$ cat src/rtl/eicr_pkg.sv
// Package for the encoder input configuration register bank.
// Holds register offsets, reset values, field positions and format codes.
// Assumes all users import the whole package.
package eicr_pkg;

  // ----------------------------------------------------------------
  // Register offsets
  // ----------------------------------------------------------------
  localparam logic [7:0] TV_STANDARD_OFS = 8'h14;
  localparam logic [7:0] CLOCK_MODE_OFS = 8'h1c;
  localparam logic [7:0] INPUT_CLOCK_DELAY_OFS = 8'h1d;
  localparam logic [7:0] PIN_CONTROL_OFS = 8'h1e;
  localparam logic [7:0] INPUT_FORMAT_OFS = 8'h1f;
  localparam logic [7:0] CONNECTION_DETECT_OFS = 8'h20;

  // ----------------------------------------------------------------
  // Reset values
  // ----------------------------------------------------------------
  localparam logic [7:0] TV_STANDARD_RST = 8'h02;
  localparam logic [7:0] CLOCK_MODE_RST = 8'h00;
  localparam logic [7:0] INPUT_CLOCK_DELAY_RST = 8'h48;
  localparam logic [7:0] PIN_CONTROL_RST = 8'hf2;
  localparam logic [7:0] INPUT_FORMAT_RST = 8'ha4;
  localparam logic [7:0] CONNECTION_DETECT_RST = 8'h40;

  // ----------------------------------------------------------------
  // Field positions
  // ----------------------------------------------------------------
  localparam int HD_MODE_SELECT_BIT = 0;
  localparam int BANDGAP_BOOST_BIT = 7;
  localparam int IN_CLOCK_RATE_SEL_BIT = 0;
  localparam int CLK_OUT_RATE_BIT = 1;
  localparam int IN_CLOCK_INVERT_BIT = 2;
  localparam int PLL_MASTER_BIT = 3;
  localparam int CLOCK_DELAY_BEHIND_BIT = 3;
  localparam int CLOCK_DELAY_STEPS_LSB = 0;
  localparam int BLACK_LEVEL_UPDATE_EN_BIT = 6;
  localparam int CLK_OUT_POLARITY_BIT = 0;
  localparam int CLK_OUT_ENABLE_BIT = 1;
  localparam int PIN_LEVEL_LSB = 4;
  localparam int PIN_DIR_INPUT_LSB = 6;
  localparam int INPUT_FORMAT_SEL_LSB = 0;
  localparam int HSYNC_POLARITY_BIT = 3;
  localparam int VSYNC_POLARITY_BIT = 4;
  localparam int SYNC_DIRECTION_BIT = 5;
  localparam int EMBEDDED_SYNC_BIT = 6;
  localparam int INPUT_BUFFER_TYPE_BIT = 7;
  localparam int SENSE_BIT = 0;
  localparam int OUTPUT_LOAD_STATUS_LSB = 1;
  localparam int CRYSTAL_OSC_GAIN_MSB_BIT = 6;

  // Writable bits of the connection detect register; status bits are read only.
  localparam logic [7:0] CONNECTION_DETECT_WMASK = 8'he1;

  // ----------------------------------------------------------------
  // Format codes and analog figures
  // ----------------------------------------------------------------
  localparam logic [2:0] FORMAT_RGB_LAST = 3'h3;
  localparam logic [2:0] FORMAT_YCRCB = 3'h4;
  localparam int CLOCK_DELAY_STEP_PS = 70;
  localparam int DAC_COUNT = 4;

endpackage : eicr_pkg

$ cat src/rtl/eicr_regs.sv
// Input configuration register bank of a TV encoder, offsets 14h to 20h.
// Assumes a serial port front end that presents single-cycle read and
// write strobes with an address and data, all on i_clk.
//
// Summary of operation
// RULE1 - Mode bit clear selects SD modes 37/38, set selects component modes.
// RULE2 - Input clock rate bit: 0 pixel rate dual edge, 1 double rate single edge.
// RULE3 - Output clock rate bit: 0 pixel frequency, 1 twice pixel frequency.
// RULE4 - Clock invert bit inverts incoming pixel clock so the other edge latches.
// RULE5 - Master uses crystal reference and dividers; slave uses pixel clock, dividers one.
// RULE6 - Delay field: top bit ahead or behind, low three bits count 70 ps steps.
// RULE7 - Black level update in vertical blanking happens only while enabled.
// RULE8 - Output clock polarity bit inverts the pixel clock output when set.
// RULE9 - Output clock enable bit drives the pixel clock pin when set.
// RULE10 - Output pins drive level bits; input pins read back the pin level.
// RULE11 - Direction bit 1 makes pin an input, 0 a non-inverting output.
// RULE12 - After reset both pins are pulled-up inputs, level bits read 1.
// RULE13 - Three-bit format field selects how the 12-bit input bus is read.
// RULE14 - Format codes 0 to 3 are RGB, code 4 is YCrCb.
// RULE15 - Horizontal sync polarity: 0 active low, 1 active high.
// RULE16 - Vertical sync polarity: 0 active low, 1 active high.
// RULE17 - Sync direction 0 makes sync pins inputs, 1 makes the device drive them.
// RULE18 - Embedded sync used only when selected and format 4; else sync pins.
// RULE19 - Buffer select: 0 single-ended receivers, 1 differential clock and comparators.
// RULE20 - Host enables all DACs, sets then clears sense before reading status.
// RULE21 - While sense is set DACs hold constant and no sync pulses go out.
// RULE22 - On sense clear, unconnected outputs read 0, connected outputs read 1.
// RULE23 - Connection detect bit 6 is the crystal oscillator gain MSB.
// RULE24 - Status latches at the sense fall and holds until the next sequence.
`timescale 1ns/1ns
`default_nettype none

module eicr_regs
  import eicr_pkg::*;
(
  input wire logic i_clk,
  input wire logic i_rst_b,
  // Register port from the serial front end.
  input wire logic [7:0] i_reg_addr,
  input wire logic i_reg_wr,
  input wire logic i_reg_rd,
  input wire logic [7:0] i_reg_wdata,
  output logic [7:0] o_reg_rdata,
  output logic o_reg_rvalid,
  // Pins and internal sources.
  input wire logic [1:0] i_gpio_pin,
  input wire logic i_hsync_pin,
  input wire logic i_vsync_pin,
  input wire logic i_int_hsync,
  input wire logic i_int_vsync,
  input wire logic i_embedded_hsync,
  input wire logic i_embedded_vsync,
  input wire logic i_vblank_update,
  input wire logic [DAC_COUNT-1:0] i_dac_connected,
  // Control outputs.
  output logic o_hd_mode_select,
  output logic o_bandgap_boost,
  output logic o_in_clock_rate_sel,
  output logic o_dual_edge_capture,
  output logic o_clk_out_rate_sel,
  output logic o_in_clock_invert,
  output logic o_pll_master,
  output logic o_pll_div_force_one,
  output logic o_clock_delay_behind,
  output logic [2:0] o_clock_delay_steps,
  output logic o_black_level_load,
  output logic o_clk_out_polarity,
  output logic o_clk_out_enable,
  output logic [1:0] o_gpio_out,
  output logic [1:0] o_gpio_oe,
  output logic [2:0] o_input_format_sel,
  output logic o_format_is_rgb,
  output logic o_format_is_ycrcb,
  output logic o_hsync_out,
  output logic o_hsync_oe,
  output logic o_vsync_out,
  output logic o_vsync_oe,
  output logic o_hsync_active,
  output logic o_vsync_active,
  output logic o_sync_from_embedded,
  output logic o_input_buffer_type,
  output logic o_dac_hold_constant,
  output logic o_tv_sync_suppress,
  output logic o_crystal_osc_gain_msb
);

  // ----------------------------------------------------------------
  // State
  // ----------------------------------------------------------------
  typedef struct packed {
    logic [7:0] tv_standard_reg;
    logic [7:0] clock_mode_reg;
    logic [7:0] input_clock_delay_reg;
    logic [7:0] pin_control_reg;
    logic [7:0] input_format_reg;
    logic [7:0] connection_detect_reg;
    logic [7:0] rdata;
    logic rvalid;
    logic black_level_load;
    logic [1:0] gpio_out;
    logic [1:0] gpio_oe;
    logic hsync_out;
    logic hsync_oe;
    logic vsync_out;
    logic vsync_oe;
    logic hsync_active;
    logic vsync_active;
    logic sync_from_embedded;
  } eicr_regs_state_t;

  eicr_regs_state_t state;
  eicr_regs_state_t next_state;

  logic [1:0] gpio_sync;
  logic [1:0] sync_pins;
  logic [DAC_COUNT-1:0] dac_sync;
  logic [DAC_COUNT-1:0] load_status;

  // ----------------------------------------------------------------
  // Crossings and load sense
  // ----------------------------------------------------------------

  // Pins and comparator outputs pass two flip-flops before any logic.
  eicr_sync #(
    .WIDTH(4 + DAC_COUNT)
  ) u_sync (
    .i_clk(i_clk),
    .i_rst_b(i_rst_b),
    .i_async({i_gpio_pin, i_hsync_pin, i_vsync_pin, i_dac_connected}),
    .o_sync({gpio_sync, sync_pins, dac_sync})
  );

  // Status capture at the end of a sensing sequence.
  eicr_detect #(
    .DACS(DAC_COUNT)
  ) u_detect (
    .i_clk(i_clk),
    .i_rst_b(i_rst_b),
    .i_sense(state.connection_detect_reg[SENSE_BIT]),
    .i_dac_connected(dac_sync),
    .o_status(load_status)
  );

  // ----------------------------------------------------------------
  // Next-state logic
  // ----------------------------------------------------------------

  // Register writes, read mux and the pin and sync paths.
  always_comb begin
    logic sense;
    logic fmt_ycrcb;
    logic hpol;
    logic vpol;
    logic [1:0] dir_in;
    logic [1:0] level_rd;
    sense = state.connection_detect_reg[SENSE_BIT];
    fmt_ycrcb = (state.input_format_reg[INPUT_FORMAT_SEL_LSB +: 3] == FORMAT_YCRCB);
    hpol = state.input_format_reg[HSYNC_POLARITY_BIT];
    vpol = state.input_format_reg[VSYNC_POLARITY_BIT];
    dir_in = state.pin_control_reg[PIN_DIR_INPUT_LSB +: 2];
    level_rd = 2'h0;
    next_state = state;

    // Writes store whole bytes except the read-only status bits.
    if (i_reg_wr) begin
      case (i_reg_addr)
        TV_STANDARD_OFS: begin
          next_state.tv_standard_reg = i_reg_wdata;
        end
        CLOCK_MODE_OFS: begin
          next_state.clock_mode_reg = i_reg_wdata;
        end
        INPUT_CLOCK_DELAY_OFS: begin
          next_state.input_clock_delay_reg = i_reg_wdata;
        end
        PIN_CONTROL_OFS: begin
          next_state.pin_control_reg = i_reg_wdata;
        end
        INPUT_FORMAT_OFS: begin
          next_state.input_format_reg = i_reg_wdata;
        end
        CONNECTION_DETECT_OFS: begin
          next_state.connection_detect_reg = i_reg_wdata & CONNECTION_DETECT_WMASK;
        end
        default: begin
          next_state.rvalid = state.rvalid;
        end
      endcase
    end

    // Level bits of input pins read the synchronised pin level.
    for (int i = 0; i < 2; i++) begin
      level_rd[i] = dir_in[i] ? gpio_sync[i] : state.pin_control_reg[PIN_LEVEL_LSB + i]; // [RULE10]
    end

    // Reads answer one cycle after the strobe; unmapped offsets read zero.
    next_state.rvalid = i_reg_rd;
    if (i_reg_rd) begin
      case (i_reg_addr)
        TV_STANDARD_OFS: begin
          next_state.rdata = state.tv_standard_reg;
        end
        CLOCK_MODE_OFS: begin
          next_state.rdata = state.clock_mode_reg;
        end
        INPUT_CLOCK_DELAY_OFS: begin
          next_state.rdata = state.input_clock_delay_reg;
        end
        PIN_CONTROL_OFS: begin
          next_state.rdata = {state.pin_control_reg[7:6], level_rd,
                              state.pin_control_reg[3:0]}; // [RULE10] [RULE12]
        end
        INPUT_FORMAT_OFS: begin
          next_state.rdata = state.input_format_reg;
        end
        CONNECTION_DETECT_OFS: begin
          next_state.rdata = {state.connection_detect_reg[7:5], load_status,
                              state.connection_detect_reg[SENSE_BIT]}; // [RULE22]
        end
        default: begin
          next_state.rdata = 8'h00;
        end
      endcase
    end

    // Black level load passes only while its enable is set.
    next_state.black_level_load = i_vblank_update &
      state.input_clock_delay_reg[BLACK_LEVEL_UPDATE_EN_BIT]; // [RULE7]

    // Output pins drive their level bit without inversion.
    next_state.gpio_out = state.pin_control_reg[PIN_LEVEL_LSB +: 2]; // [RULE10]
    next_state.gpio_oe = ~dir_in; // [RULE11]

    // Driven sync goes out at the programmed polarity, idle while sensing.
    next_state.hsync_oe = state.input_format_reg[SYNC_DIRECTION_BIT]; // [RULE17]
    next_state.vsync_oe = state.input_format_reg[SYNC_DIRECTION_BIT]; // [RULE17]
    next_state.hsync_out = ~((i_int_hsync & ~sense) ^ hpol); // [RULE15] [RULE21]
    next_state.vsync_out = ~((i_int_vsync & ~sense) ^ vpol); // [RULE16] [RULE21]

    // Sync source: embedded codes only for YCrCb with the select bit set.
    next_state.sync_from_embedded = state.input_format_reg[EMBEDDED_SYNC_BIT] &
      fmt_ycrcb; // [RULE18]
    if (state.input_format_reg[SYNC_DIRECTION_BIT]) begin
      next_state.hsync_active = i_int_hsync & ~sense;
      next_state.vsync_active = i_int_vsync & ~sense;
    end else if (state.input_format_reg[EMBEDDED_SYNC_BIT] && fmt_ycrcb) begin
      next_state.hsync_active = i_embedded_hsync; // [RULE18]
      next_state.vsync_active = i_embedded_vsync; // [RULE18]
    end else begin
      next_state.hsync_active = ~(sync_pins[1] ^ hpol); // [RULE15]
      next_state.vsync_active = ~(sync_pins[0] ^ vpol); // [RULE16]
    end
  end

  // ----------------------------------------------------------------
  // State register
  // ----------------------------------------------------------------

  // Reset loads the register defaults; pins come up as pulled-up inputs.
  always_ff @(posedge i_clk or negedge i_rst_b) begin
    if (!i_rst_b) begin
      state <= '0;
      state.tv_standard_reg <= TV_STANDARD_RST;
      state.clock_mode_reg <= CLOCK_MODE_RST;
      state.input_clock_delay_reg <= INPUT_CLOCK_DELAY_RST;
      state.pin_control_reg <= PIN_CONTROL_RST; // [RULE12]
      state.input_format_reg <= INPUT_FORMAT_RST;
      state.connection_detect_reg <= CONNECTION_DETECT_RST;
      state.gpio_out <= 2'h3;
      state.hsync_out <= 1'b1;
      state.vsync_out <= 1'b1;
    end else begin
      state <= next_state;
    end
  end

  // ----------------------------------------------------------------
  // Outputs
  // ----------------------------------------------------------------

  // Register port answer.
  assign o_reg_rdata = state.rdata;
  assign o_reg_rvalid = state.rvalid;

  // Standard and clocking controls straight from register bits.
  assign o_hd_mode_select = state.tv_standard_reg[HD_MODE_SELECT_BIT]; // [RULE1]
  assign o_bandgap_boost = state.tv_standard_reg[BANDGAP_BOOST_BIT];
  assign o_in_clock_rate_sel = state.clock_mode_reg[IN_CLOCK_RATE_SEL_BIT]; // [RULE2]
  assign o_dual_edge_capture = ~state.clock_mode_reg[IN_CLOCK_RATE_SEL_BIT]; // [RULE2]
  assign o_clk_out_rate_sel = state.clock_mode_reg[CLK_OUT_RATE_BIT]; // [RULE3]
  assign o_in_clock_invert = state.clock_mode_reg[IN_CLOCK_INVERT_BIT]; // [RULE4]
  assign o_pll_master = state.clock_mode_reg[PLL_MASTER_BIT]; // [RULE5]
  assign o_pll_div_force_one = ~state.clock_mode_reg[PLL_MASTER_BIT]; // [RULE5]
  assign o_clock_delay_behind = state.input_clock_delay_reg[CLOCK_DELAY_BEHIND_BIT]; // [RULE6]
  assign o_clock_delay_steps = state.input_clock_delay_reg[CLOCK_DELAY_STEPS_LSB +: 3]; // [RULE6]
  assign o_black_level_load = state.black_level_load;
  assign o_clk_out_polarity = state.pin_control_reg[CLK_OUT_POLARITY_BIT]; // [RULE8]
  assign o_clk_out_enable = state.pin_control_reg[CLK_OUT_ENABLE_BIT]; // [RULE9]

  // General-purpose and sync pins.
  assign o_gpio_out = state.gpio_out;
  assign o_gpio_oe = state.gpio_oe;
  assign o_hsync_out = state.hsync_out;
  assign o_hsync_oe = state.hsync_oe;
  assign o_vsync_out = state.vsync_out;
  assign o_vsync_oe = state.vsync_oe;
  assign o_hsync_active = state.hsync_active;
  assign o_vsync_active = state.vsync_active;
  assign o_sync_from_embedded = state.sync_from_embedded;

  // Input format decode and receiver type.
  assign o_input_format_sel = state.input_format_reg[INPUT_FORMAT_SEL_LSB +: 3]; // [RULE13]
  assign o_format_is_rgb = (state.input_format_reg[INPUT_FORMAT_SEL_LSB +: 3] <=
                            FORMAT_RGB_LAST); // [RULE14]
  assign o_format_is_ycrcb = (state.input_format_reg[INPUT_FORMAT_SEL_LSB +: 3] ==
                              FORMAT_YCRCB); // [RULE14]
  assign o_input_buffer_type = state.input_format_reg[INPUT_BUFFER_TYPE_BIT]; // [RULE19]

  // Load sense holds the DACs steady and mutes sync.
  assign o_dac_hold_constant = state.connection_detect_reg[SENSE_BIT]; // [RULE21]
  assign o_tv_sync_suppress = state.connection_detect_reg[SENSE_BIT]; // [RULE21]
  assign o_crystal_osc_gain_msb =
    state.connection_detect_reg[CRYSTAL_OSC_GAIN_MSB_BIT]; // [RULE23]

endmodule : eicr_regs

`default_nettype wire

$ cat src/rtl/eicr_sync.sv
// Two-stage synchroniser for levels that arrive from outside the clock domain.
// Assumes the inputs are slow levels; pulses shorter than one clock period may be lost.
`timescale 1ns/1ns
`default_nettype none

module eicr_sync #(
  parameter int WIDTH = 1
) (
  input wire logic i_clk,
  input wire logic i_rst_b,
  input wire logic [WIDTH-1:0] i_async,
  output logic [WIDTH-1:0] o_sync
);

  typedef struct packed {
    logic [WIDTH-1:0] stage1;
    logic [WIDTH-1:0] stage2;
  } eicr_sync_state_t;

  eicr_sync_state_t state;
  eicr_sync_state_t next_state;

  // Only the second stage reads the first one.
  always_comb begin
    next_state = state;
    next_state.stage1 = i_async;
    next_state.stage2 = state.stage1;
  end

  // State register.
  always_ff @(posedge i_clk or negedge i_rst_b) begin
    if (!i_rst_b) begin
      state <= '0;
    end else begin
      state <= next_state;
    end
  end

  assign o_sync = state.stage2;

endmodule : eicr_sync

`default_nettype wire

$ cat src/rtl/eicr_detect.sv
// Load-sense capture for the DAC outputs.
// Assumes the comparator results are already synchronised to i_clk.
`timescale 1ns/1ns
`default_nettype none

module eicr_detect
  import eicr_pkg::*;
#(
  parameter int DACS = DAC_COUNT
) (
  input wire logic i_clk,
  input wire logic i_rst_b,
  input wire logic i_sense,
  input wire logic [DACS-1:0] i_dac_connected,
  output logic [DACS-1:0] o_status
);

  typedef struct packed {
    logic sense_d;
    logic [DACS-1:0] status;
  } eicr_detect_state_t;

  eicr_detect_state_t state;
  eicr_detect_state_t next_state;

  // On the falling edge of sense each status bit takes its comparison,
  // so unconnected outputs read 0 and connected ones 1 until the next falling edge of sense.
  always_comb begin
    next_state = state;
    next_state.sense_d = i_sense;
    if (state.sense_d && !i_sense) begin
      next_state.status = i_dac_connected; // [RULE22] [RULE24]
    end
  end

  // State register.
  always_ff @(posedge i_clk or negedge i_rst_b) begin
    if (!i_rst_b) begin
      state <= '0;
    end else begin
      state <= next_state;
    end
  end

  assign o_status = state.status;

endmodule : eicr_detect

`default_nettype wire

$ cat config.mk
export PLATFORM = sky130hd
export DESIGN_NAME = eicr_regs
export DESIGN_NICKNAME = d
export VERILOG_FILES = /design/src/rtl/eicr_pkg.sv /design/src/rtl/eicr_regs.sv /design/src/rtl/eicr_sync.sv /design/src/rtl/eicr_detect.sv
export SDC_FILE = /design/constraint.sdc
export NUM_CORES = 1
export LEC_CHECK = 0
export ABC_CLOCK_PERIOD_IN_PS = 3630
export BUFFER_PORTS_ARGS = -buffer_cell sky130_fd_sc_hd__buf_2
export CAP_MARGIN = 25
export CORE_UTILIZATION = 52
export DETAILED_ROUTE_END_ITERATION = 8
export GPL_TIMING_DRIVEN = 0
export PLACE_DENSITY_LB_ADDON = 0.05
export SYNTH_ARGS = -nofsm -noshare
export SYNTH_HDL_FRONTEND = slang
export SYNTH_SLANG_ARGS = --single-unit
$ cat constraint.sdc
create_clock -name i_clk -period 3.63 [get_ports i_clk]
set_input_delay 0.1815 -clock i_clk [delete_from_list [all_inputs] [get_ports i_clk]]
set_output_delay 0.1815 -clock i_clk [all_outputs]
set_load 0.02 [all_outputs]
== Yosys cells after proc, flatten, opt, wreduce, memory -nomap -nowiden ==
Cells that the tools add are included.

* Bits in registers: 85
* Input bits: 33
* Output and inout port bits: 44
* Word-level logic and storage cells: 59

* Order comparisons: 1
* Eq/ne operators: 7
* Mux-type cells: 5
* Bitwise logic cells: 16
* Reductions and logical operators: 9

{| class="wikitable"
|+ Operator list
! kind !! count
|-
| $pmux 8 s6 || 1
|-
| $eq 8x5->1 const B || 5
|-
| $reduce_and 2->1 || 6
|-
| $eq 8x6->1 const B || 1
|-
| $not 1->1 || 7
|-
| $and 1x1->1 || 4
|-
| $mux 2 || 2
|-
| $xor 1x1->1 || 4
|-
| $eq 3x3->1 const B || 1
|-
| $le 3x2->1 const B || 1
|-
| $logic_and 1x1->1 || 2
|-
| $mux 1 || 2
|-
| $not 2->2 || 1
|-
| $logic_not 1->1 || 1
|}

== Logic depth before layout (Yosys ltp) ==
Gate-level depths: netlist (run 1).

* Depth after elaboration: 4
* Depth in mapped cells: 5
* Depth with buffers taken out: 4

== Hierarchy ==
A second synthesis (run 1) with hierarchy kept.

* Cells, all modules: 251
* Area, all modules: 3658.5 µm²

{| class="wikitable"
|+ Modules (own cells, without submodules)
! module !! times used !! cells an instance !! area each (µm²) !! seq. area each (µm²)
|-
| eicr_regs || 1 || 221 || 3029.2 || 1621.6
|-
| eicr_sync || 1 || 16 || 400.4 || 400.4
|-
| eicr_detect || 1 || 14 || 229.0 || 125.1
|}

== Worst setup path after synthesis (run 1) ==
Ideal clock, no wire load.

* Kind: flip-flop to flip-flop
* Start point: reg state, in the netlist o_input_format_sel[2]
* End point: reg state, in the netlist o_vsync_active
* Library setup time: 0.127 ns
* Arrival time: 1.396 ns
* Path slack: 2.107 ns
* Cell stages (with the launch flop): 5
* Path buffers: 0
* Cells stage by stage: dfstp_2 nor4bb_1 nor2_1 a211oi_1 a21oi_1

{| class="wikitable"
|+ RTL lines
! element !! line !! text
|-
| start: declaration || eicr_regs.sv:111 || <nowiki>eicr_regs_state_t state;</nowiki>
|-
| start signal: assignment || eicr_regs.sv:273 || <nowiki>state <= next_state;</nowiki>
|}

==> flow_summary_export.csv, run 1 <==
group,metric,value,unit
floorplanning,core,6530,µm²
yosys,netlist_area,3600,µm²
min_path,min_path_type,"in -> reg",
sta,clock_skew,0.00672,ns
clock_tree,numCtsBuffers,9,
worst_setup_path,reg2reg_to,"o_vsync_active$_DFF_PN0_",
sta,min_period_over_period,47.6,%
yosys,ys_ff_latch,85,
status,status,"finished clean",
power,clockPowerShare,33.0,%
floorplanning,die_h,85.2,µm
yosys,synth_top_cell_by_area,"dfrtp_1",
min_path,holdPathEnd,"o_black_level_load$_DFF_PN0_",
detailed_routing,detail-route-antenna-nets,0,
detailed_routing,wl_per_cell,15.5,µm
clock_tree,path_clk_slew,0.09,ns
clock_tree,cts-hold-fix-buffers,10,
global_routing,grt_use_met1,28.4,%
worst_setup_path,cp.arrival,1.97,ns
sta,rsz0062_at_grt,"no",
worst_setup_path,cp.required,3.87,ns
placed_design,dp_hpwl,4930,µm
sta,hold_viol,0,
floorplanning,die_w,85.2,µm
sta,worst_pin_slew,0.726,ns
power,p_switching,0.495,mW
global_routing,grt_pass1_vias,2281,
yosys,synthCells,258,
clock_tree,cts_tree,"done",
global_routing,use_met3,5.84,%
clock_tree,cts_resized,0,
floorplanning,io_pins,77,
power,seqPwrFrac,56.0,%
clock_tree,htreeDepth,3,
floorplanning,std_cell_rows,29,
yosys,synthTopCellsByArea,"dfrtp_1 (48%), mux2_2 (17%), dfstp_2 (12%), buf_4 (4.4%), mux2i_1 (2.8%)",
clock_tree,cts-root-buf,"clkbuf_8",
yosys,ys_types,36,
floorplanning,initial_core_util,55.2,%
yosys,synth_warnings,0,
worst_setup_path,worstSetupPathType,"reg -> reg",
min_path,hold_start,"i_vblank_update",
sta,slew_headroom,50.9,%
detailed_routing,finalWirelength,6780,µm
power,p_leak,2.20,nW
sta,fin_hold_ws,0.0343,ns
power,power_density,425,nW/µm²
detailed_routing,drc,0,
worst_setup_path,timing.rr.start,"o_input_format_sel[2]$_DFFE_PN1P_",
sta,drv_slew,0,
yosys,postSynthAreaPerCell,14.0,µm²
cells_and_area,final_net_count,389,
detailed_routing,drtIter0Drc,165,
global_routing,grt_max_degree,51,
clock_tree,post_cts_buffers,0,
global_routing,grt.total_usage,21.1,%
sta,fin_crit,1.73,ns
yosys,yosysSeqAreaShare,59.6,%
worst_setup_path,worstSetupStartpointType,"register",
yosys,async_flop_share,100,%
cells_and_area,drive_gt1_share,53.7,%
clock_tree,insertion_delay,0.35,ns
power,internal_power,1.37,mW
worst_setup_path,ff2ff_path_depth,4,
worst_setup_path,startpoint,"o_input_format_sel[2]$_DFFE_PN1P_",
detailed_routing,vias_per_cell,5.18,
power,share_comb_of_total_power,11.0,%
global_routing,use_met2,33.1,%
placed_design,port_buffers,76,
sta,fmax,578,MHz
worst_setup_path,r2r_slack,1.90,ns
run,max_cap_viol_count,0,
cells_and_area,area_delta_synth_final,21.8,%
worst_setup_path,cp-end-kind,"register",
min_path,hold_depth,2,
sta,tns,0,ns
sta,setup_viol,0,
yosys,synth_edf_count,0,
power,peakVddDrop,0.285,mV
detailed_routing,drt_pass1_iterations,4,
yosys,ys.flop_type,"dfrtp_1",
worst_setup_path,cp_max_fo,5,
cells_and_area,num_antenna_cells,0,
power,sw_frac_of_total,26.6,%
clock_tree,clock-sinks,85,
yosys,synth_fp_nets,291,
detailed_routing,vias,2270,
yosys,synth_top_area_share,47.9,%
global_routing,antenna_found_initial,0,
clock_tree,clock_path_buffers,2,
global_routing,overflow,0,
global_routing,grt_pass1_wl,11400,µm
placed_design,place_congestion,0.757,
floorplanning,die_area,7260,µm²
global_routing,grt_busiest_layer,"met2",
state kept, by name (all words and copies together), names as in the netlist, 2 cells and up:
register             count
o_gpio_out               2
o_reg_rdata              8
next_state               3
u_detect.o_status        4
o_input_format_sel       3
o_clock_delay_steps      3
u_sync.o_sync            8
state                   23
o_gpio_oe                2
u_sync.next_state        8
worst max-delay path by stage:
stage	endpoint	depth (start not counted)	slack (ns)
finish	o_vsync_active$_DFF_PN0_	4	1.90
global route	o_vsync_active$_DFF_PN0_	4	1.81
CTS	o_vsync_active$_DFF_PN0_	4	1.91
detailed placement	o_vsync_active$_DFF_PN0_	4	1.92
global placement	u_sync.next_state[0]$_DFF_PN0_	1	1.69
floorplan	o_vsync_active$_DFF_PN0_	4	2.11
layout make-up:
| type | count | area [µm²] |
|---|---|---|
| tap | 77 | 96.3 |
| clock inverter | 7 | 56.3 |
| inverter | 14 | 52.6 |
| clock buffer | 9 | 124 |
| sequential | 85 | 2150 |
| timing repair buffer | 87 | 510 |
| buffer | 27 | 183 |
| multi-input combinational | 132 | 1220 |
| fill | 521 | 2140 |
routing by layer:
| layer | vias up | routed length (µm) |
|---|---|---|
| li1 | 1105 | - |
| met1 | 1101 | 3200 |
| met2 | 58 | 3230 |
| met3 | 6 | 282 |
| met4 | 0 | 65 |
| met5 | - | 0 |
power by group through the flow:
stage / Combinational, mW / Sequential (mW) / Clock, mW
6_report: 0.206 / 1.04 / 0.615
5_1_grt: 0.226 / 1.05 / 0.672
4_1_cts: 0.209 / 1.04 / 0.637
3_5_place_dp: 0.201 / 1.06 / 0
3_3_place_gp: 0.192 / 1.06 / 0
2_1_floorplan: 0.0989 / 1.07 / 0
per-stage QoR:
step / setup slack, ns / cell area, µm² / instances / util [%] / power (mW)
after global routing: 1.81 / 4390 / 438 / 67.2 / 1.95
after global placement: 1.69 / 4080 / 411 / 62.5 / 1.25
after detailed placement: 1.92 / 4110 / 412 / 62.9 / 1.26
final: 1.90 / 4390 / 438 / 67.2 / 1.86
after CTS: 1.91 / 4390 / 438 / 67.2 / 1.89
after floorplan: 2.11 / 3600 / 258 / - / 1.17
worst max-delay path, stage by stage (launching register included):
cell and delay (ns):
dfstp_2 0.57, nor4bb_1 0.66, nor2_1 0.11, a211oi_1 0.23, a21oi_1 0.06
cell usage after synthesis, types with 4 or more instances:
| cell | n |
|---|---|
| a22oi_1 | 8 |
| buf_4 | 21 |
| inv_1 | 14 |
| o221ai_1 | 8 |
| dfrtp_1 | 69 |
| clkbuf_1 | 4 |
| dfstp_2 | 16 |
| mux2i_1 | 10 |
| nand2_1 | 10 |
| mux2_2 | 54 |
| nor2_1 | 4 |
| o2bb2ai_1 | 8 |
layout by cell type (no fill, tap or decap), types with 2 or more instances in the layout:
cell type	n
clkbuf_8	9
dfstp_2	16
mux2_2	54
nor2_1	4
dlygate4sd3_1	10
o221ai_1	8
clkinv_2	2
inv_1	14
mux2i_1	10
o2bb2ai_1	8
inv_6	3
xor2_1	3
a22oi_1	8
buf_2	77
dfrtp_1	69
o21ai_0	2
nor2b_1	3
a21oi_1	3
nand2_1	10
buf_4	22
clkbuf_1	4
cells by family after synthesis:
logic type / count (synthesis) / share of synthesized area, %
flops: 85 / 59.6
mux: 64 / 19.7
buf+inv: 41 / 6.53
simple gates: 34 / 6.77
compound gates: 30 / 6.46
xor+xnor: 4 / 0.973
No activity file was read; power rests on OpenSTA's default activity.
==> inputs of run 2 (changes only) <==
ABC_AREA = 1   (was not set)
ABC_CLOCK_PERIOD_IN_PS = 1400   (was 3630)
CORE_UTILIZATION = 49   (was 52)
clock period = 1.4 ns   (was 3.63 ns; I/O delays follow)
==> run 2 against run 1 <==
Against the previous run:
- synthesized cell count rose by 57%
- global-route usage rose by 2.3 points
- critical endpoint is now o_format_is_ycrcb
- final cell count rose by 41%
- critical path type is now reg -> out
- utilization fell by 3.9 points
==> flow_summary_export.csv, run 2 <==
group,metric,value,unit
status,status,"finished clean",
sta,setup_viol,0,
cells_and_area,final_net_count,545,
yosys,synth_xor_area_share,0.901,%
placed_design,placed_area,4430,µm²
cells_and_area,layout_commonest_cell,"nand2_1",
power,power_density,1150,nW/µm²
clock_tree,cts-root-buf,"clkbuf_8",
global_routing,grt.total_usage,23.4,%
detailed_routing,drc,0,
clock_tree,insertion_delay,0.36,ns
sta,drv_slew,0,
yosys,yosys.area_share.simple,24.9,%
worst_setup_path,cp.arrival,1.26,ns
placed_design,dp_hpwl,6460,µm
detailed_routing,drt_pass1_iterations,4,
global_routing,overflow,0,
cells_and_area,layout_common_cells,"nand2_1 (93), buf_2 (75), dfrtp_1 (69)",
cells_and_area,area_delta_synth_final,25.1,%
yosys,synth_top_family_by_area,"simple AND/OR/NAND/NOR gates",
worst_setup_path,cp-end-kind,"output port",
placed_design,place_congestion,0.796,
detailed_routing,wl_per_cell,14.5,µm
power,share_comb_of_total_power,14.6,%
worst_setup_path,max_stage_delay,0.55,ns
global_routing,grt_pass1_wl,14800,µm
yosys,synth_warnings,0,
yosys,yosysSeqAreaShare,55.2,%
placed_design,dp.cells,583,
sta,fmax,750,MHz
clock_tree,cts_tree,"done",
floorplanning,die_h,91.1,µm
sta,fin_hold_ws,0.0239,ns
yosys,yosysMostFrequentCell,"nand2_1",
cells_and_area,regMostFlops,"state",
cells_and_area,instances_no_fill,619,
yosys,synth_top_cell_by_area,"dfrtp_1",
yosys,ys_ff_latch,85,
yosys,async_flop_share,100,%
worst_setup_path,worstSetupStartpointType,"register",
power,peakVddDrop,0.715,mV
cells_and_area,largest_reg_flops,23,
clock_tree,path_clk_slew,0.09,ns
cells_and_area,drive_gt1_share,33.1,%
power,clockPowerShare,34.6,%
yosys,synth_edf_count,0,
run,max_cap_viol_count,0,
cells_and_area,final_area,4870,µm²
floorplanning,std_cell_rows,32,
yosys,synth_adder_area_share,0,%
power,p_switching,1.48,mW
clock_tree,htreeDepth,3,
sta,hold_viol,0,
clock_tree,clock-sinks,85,
yosys,synthCells,404,
yosys,synth_compound_area_share,8.94,%
placed_design,pre_cts_slack,-0.00130,ns
worst_setup_path,cp.required,1.33,ns
yosys,ys_types,25,
yosys,muxShareOfSynthArea,1.16,%
clock_tree,numCtsBuffers,9,
power,seqPwrFrac,50.8,%
yosys,synth_top_area_share,44.4,%
worst_setup_path,cp_cell_sequence,"inv_2 -> nor3_4 -> buf_6",
yosys,synthTopCellsByArea,"dfrtp_1 (44%), dfstp_2 (11%), nand2_1 (9.1%), nand3_1 (5.5%), o21a_1 (5.2%)",
floorplanning,io_pins,77,
detailed_routing,finalWirelength,8950,µm
clock_tree,clock_path_buffers,2,
yosys,synth_fp_nets,437,
cells_and_area,num_antenna_cells,0,
yosys,postSynthAreaPerCell,9.63,µm²
detailed_routing,drtIter0Drc,202,
floorplanning,die_w,91.1,µm
power,sw_frac_of_total,26.3,%
detailed_routing,vias_per_cell,4.93,
yosys,netlist_area,3890,µm²
sta,clock_skew,0.00810,ns
sta,timing.final.ws_setup,0.0660,ns
floorplanning,die_area,8300,µm²
floorplanning,initial_core_util,50.6,%
floorplanning,core,7690,µm²
worst_setup_path,crit_slowest_cell,"dfstp_2",
sta,rsz0062_at_grt,"no",
power,p_leak,2.49,nW
power,internal_power,4.13,mW
min_path,min_path_type,"in -> reg",
yosys,ys.flop_type,"dfrtp_1",
global_routing,antenna_found_initial,0,
sta,worst_pin_slew,0.642,ns
placed_design,port_buffers,76,
sta,min_period_over_period,95.3,%
detailed_routing,vias,3054,
yosys,synthTopCellsByCount,"nand2_1 (94), dfrtp_1 (69), nand3_1 (43)",
worst_setup_path,worstSetupPathType,"reg -> out",
detailed_routing,detail-route-antenna-nets,0,
global_routing,grt_pass1_vias,2930,
worst_setup_path,cp_max_fo,2,
sta,fin_crit,1.33,ns
global_routing,grt_max_degree,47,
sta,slew_headroom,57.2,%
cells_and_area,fin_util,63.3,%
## run 2: cell count changes after synthesis, sizes merged, moves of 8 or more
| cell | previous run | this run |
|---|---|---|
| a22oi | 8 | 0 |
| inv | 14 | 30 |
| mux2 | 54 | 4 |
| mux2i | 10 | 0 |
| nand2 | 11 | 102 |
| nand3 | 1 | 45 |
| nor2 | 4 | 48 |
| o21a | 0 | 27 |
| o21ai | 2 | 21 |
| o221ai | 8 | 0 |
| o2bb2ai | 8 | 0 |
## run 2: cell families after synthesis
logic type,Yosys count
buf+inv,59
xor+xnor,4
compound gates,56
simple gates,196
mux,4
flops,85
## run 2: final timing paths
| check | slack, ns | cells after the start | end | from |
|---|---|---|---|---|
| setup / recovery | 0.07 | 3 | o_format_is_ycrcb | o_input_format_sel[2]$_DFFE_PN1P_ |
| hold / removal | 0.02 | 3 | o_hsync_active$_DFF_PN0_ | i_embedded_hsync |
| setup reg to reg | 0.15 | 5 | o_vsync_active$_DFF_PN0_ | o_input_format_sel[2]$_DFFE_PN1P_ |
| hold reg to reg | 0.35 | 0 | u_sync.o_sync[7]$_DFF_PN0_ | u_sync.next_state[7]$_DFF_PN0_ |
| max in group asynchronous | 0.47 | 3 | state[62]$_DFFE_PN1P_ | i_rst_b |
| min in group asynchronous | 0.26 | 2 | u_sync.o_sync[7]$_DFF_PN0_ | i_rst_b |
## run 2: layer usage
layer	part of all wire (%)	global-route usage [%]
met1	47	31.4
met2	47	37.9
met3	4.5	3.85
met4	2.1	9.66
met5	0	0
## run 2: layout make-up
class,count,area [µm²]
Buffer,28,230
Clock buffer,11,141
Clock inverter,5,82.6
Fill cell,661,2820
Inverter,30,113
Multi-Input combinational cell,260,1410
Sequential cell,85,2150
Tap cell,102,128
Timing Repair Buffer,98,614
## run 2: timing repair
item / in CTS / in global routing
gates cloned: 0 / 0
pin swaps: 1 / 1
hold endpoints to repair: 60 / 0
setup endpoints to repair: 1 / 4
gates resized for setup: 3 / 0
buffers inserted: 2 / 0
hold buffers: 19 / 0
## run 2: power by group through the flow
stage               combinational, mW  clock [mW]  sequential, mW
floorplan                       0.433           0            2.92
global placement                0.752           0            2.89
detailed placement              0.774           0            2.90
CTS                             0.832        1.97            2.85
global route                    0.896        2.07            2.88
finish                          0.819        1.94            2.85
## run 2: critical path: cells and delay by family (launching register included)
family,cells,cell delay [ns]
buffers and inverters,2,0.20
AND/OR/NAND/NOR,1,0.16
flip-flops,1,0.55
## run 2: stage by stage
stage               TNS [ns]  power [mW]
floorplan                  0        3.35
global placement      -31.90        3.64
finish                     0        5.61
global route               0        5.84
detailed placement  -0.00130        3.67
CTS                        0        5.65
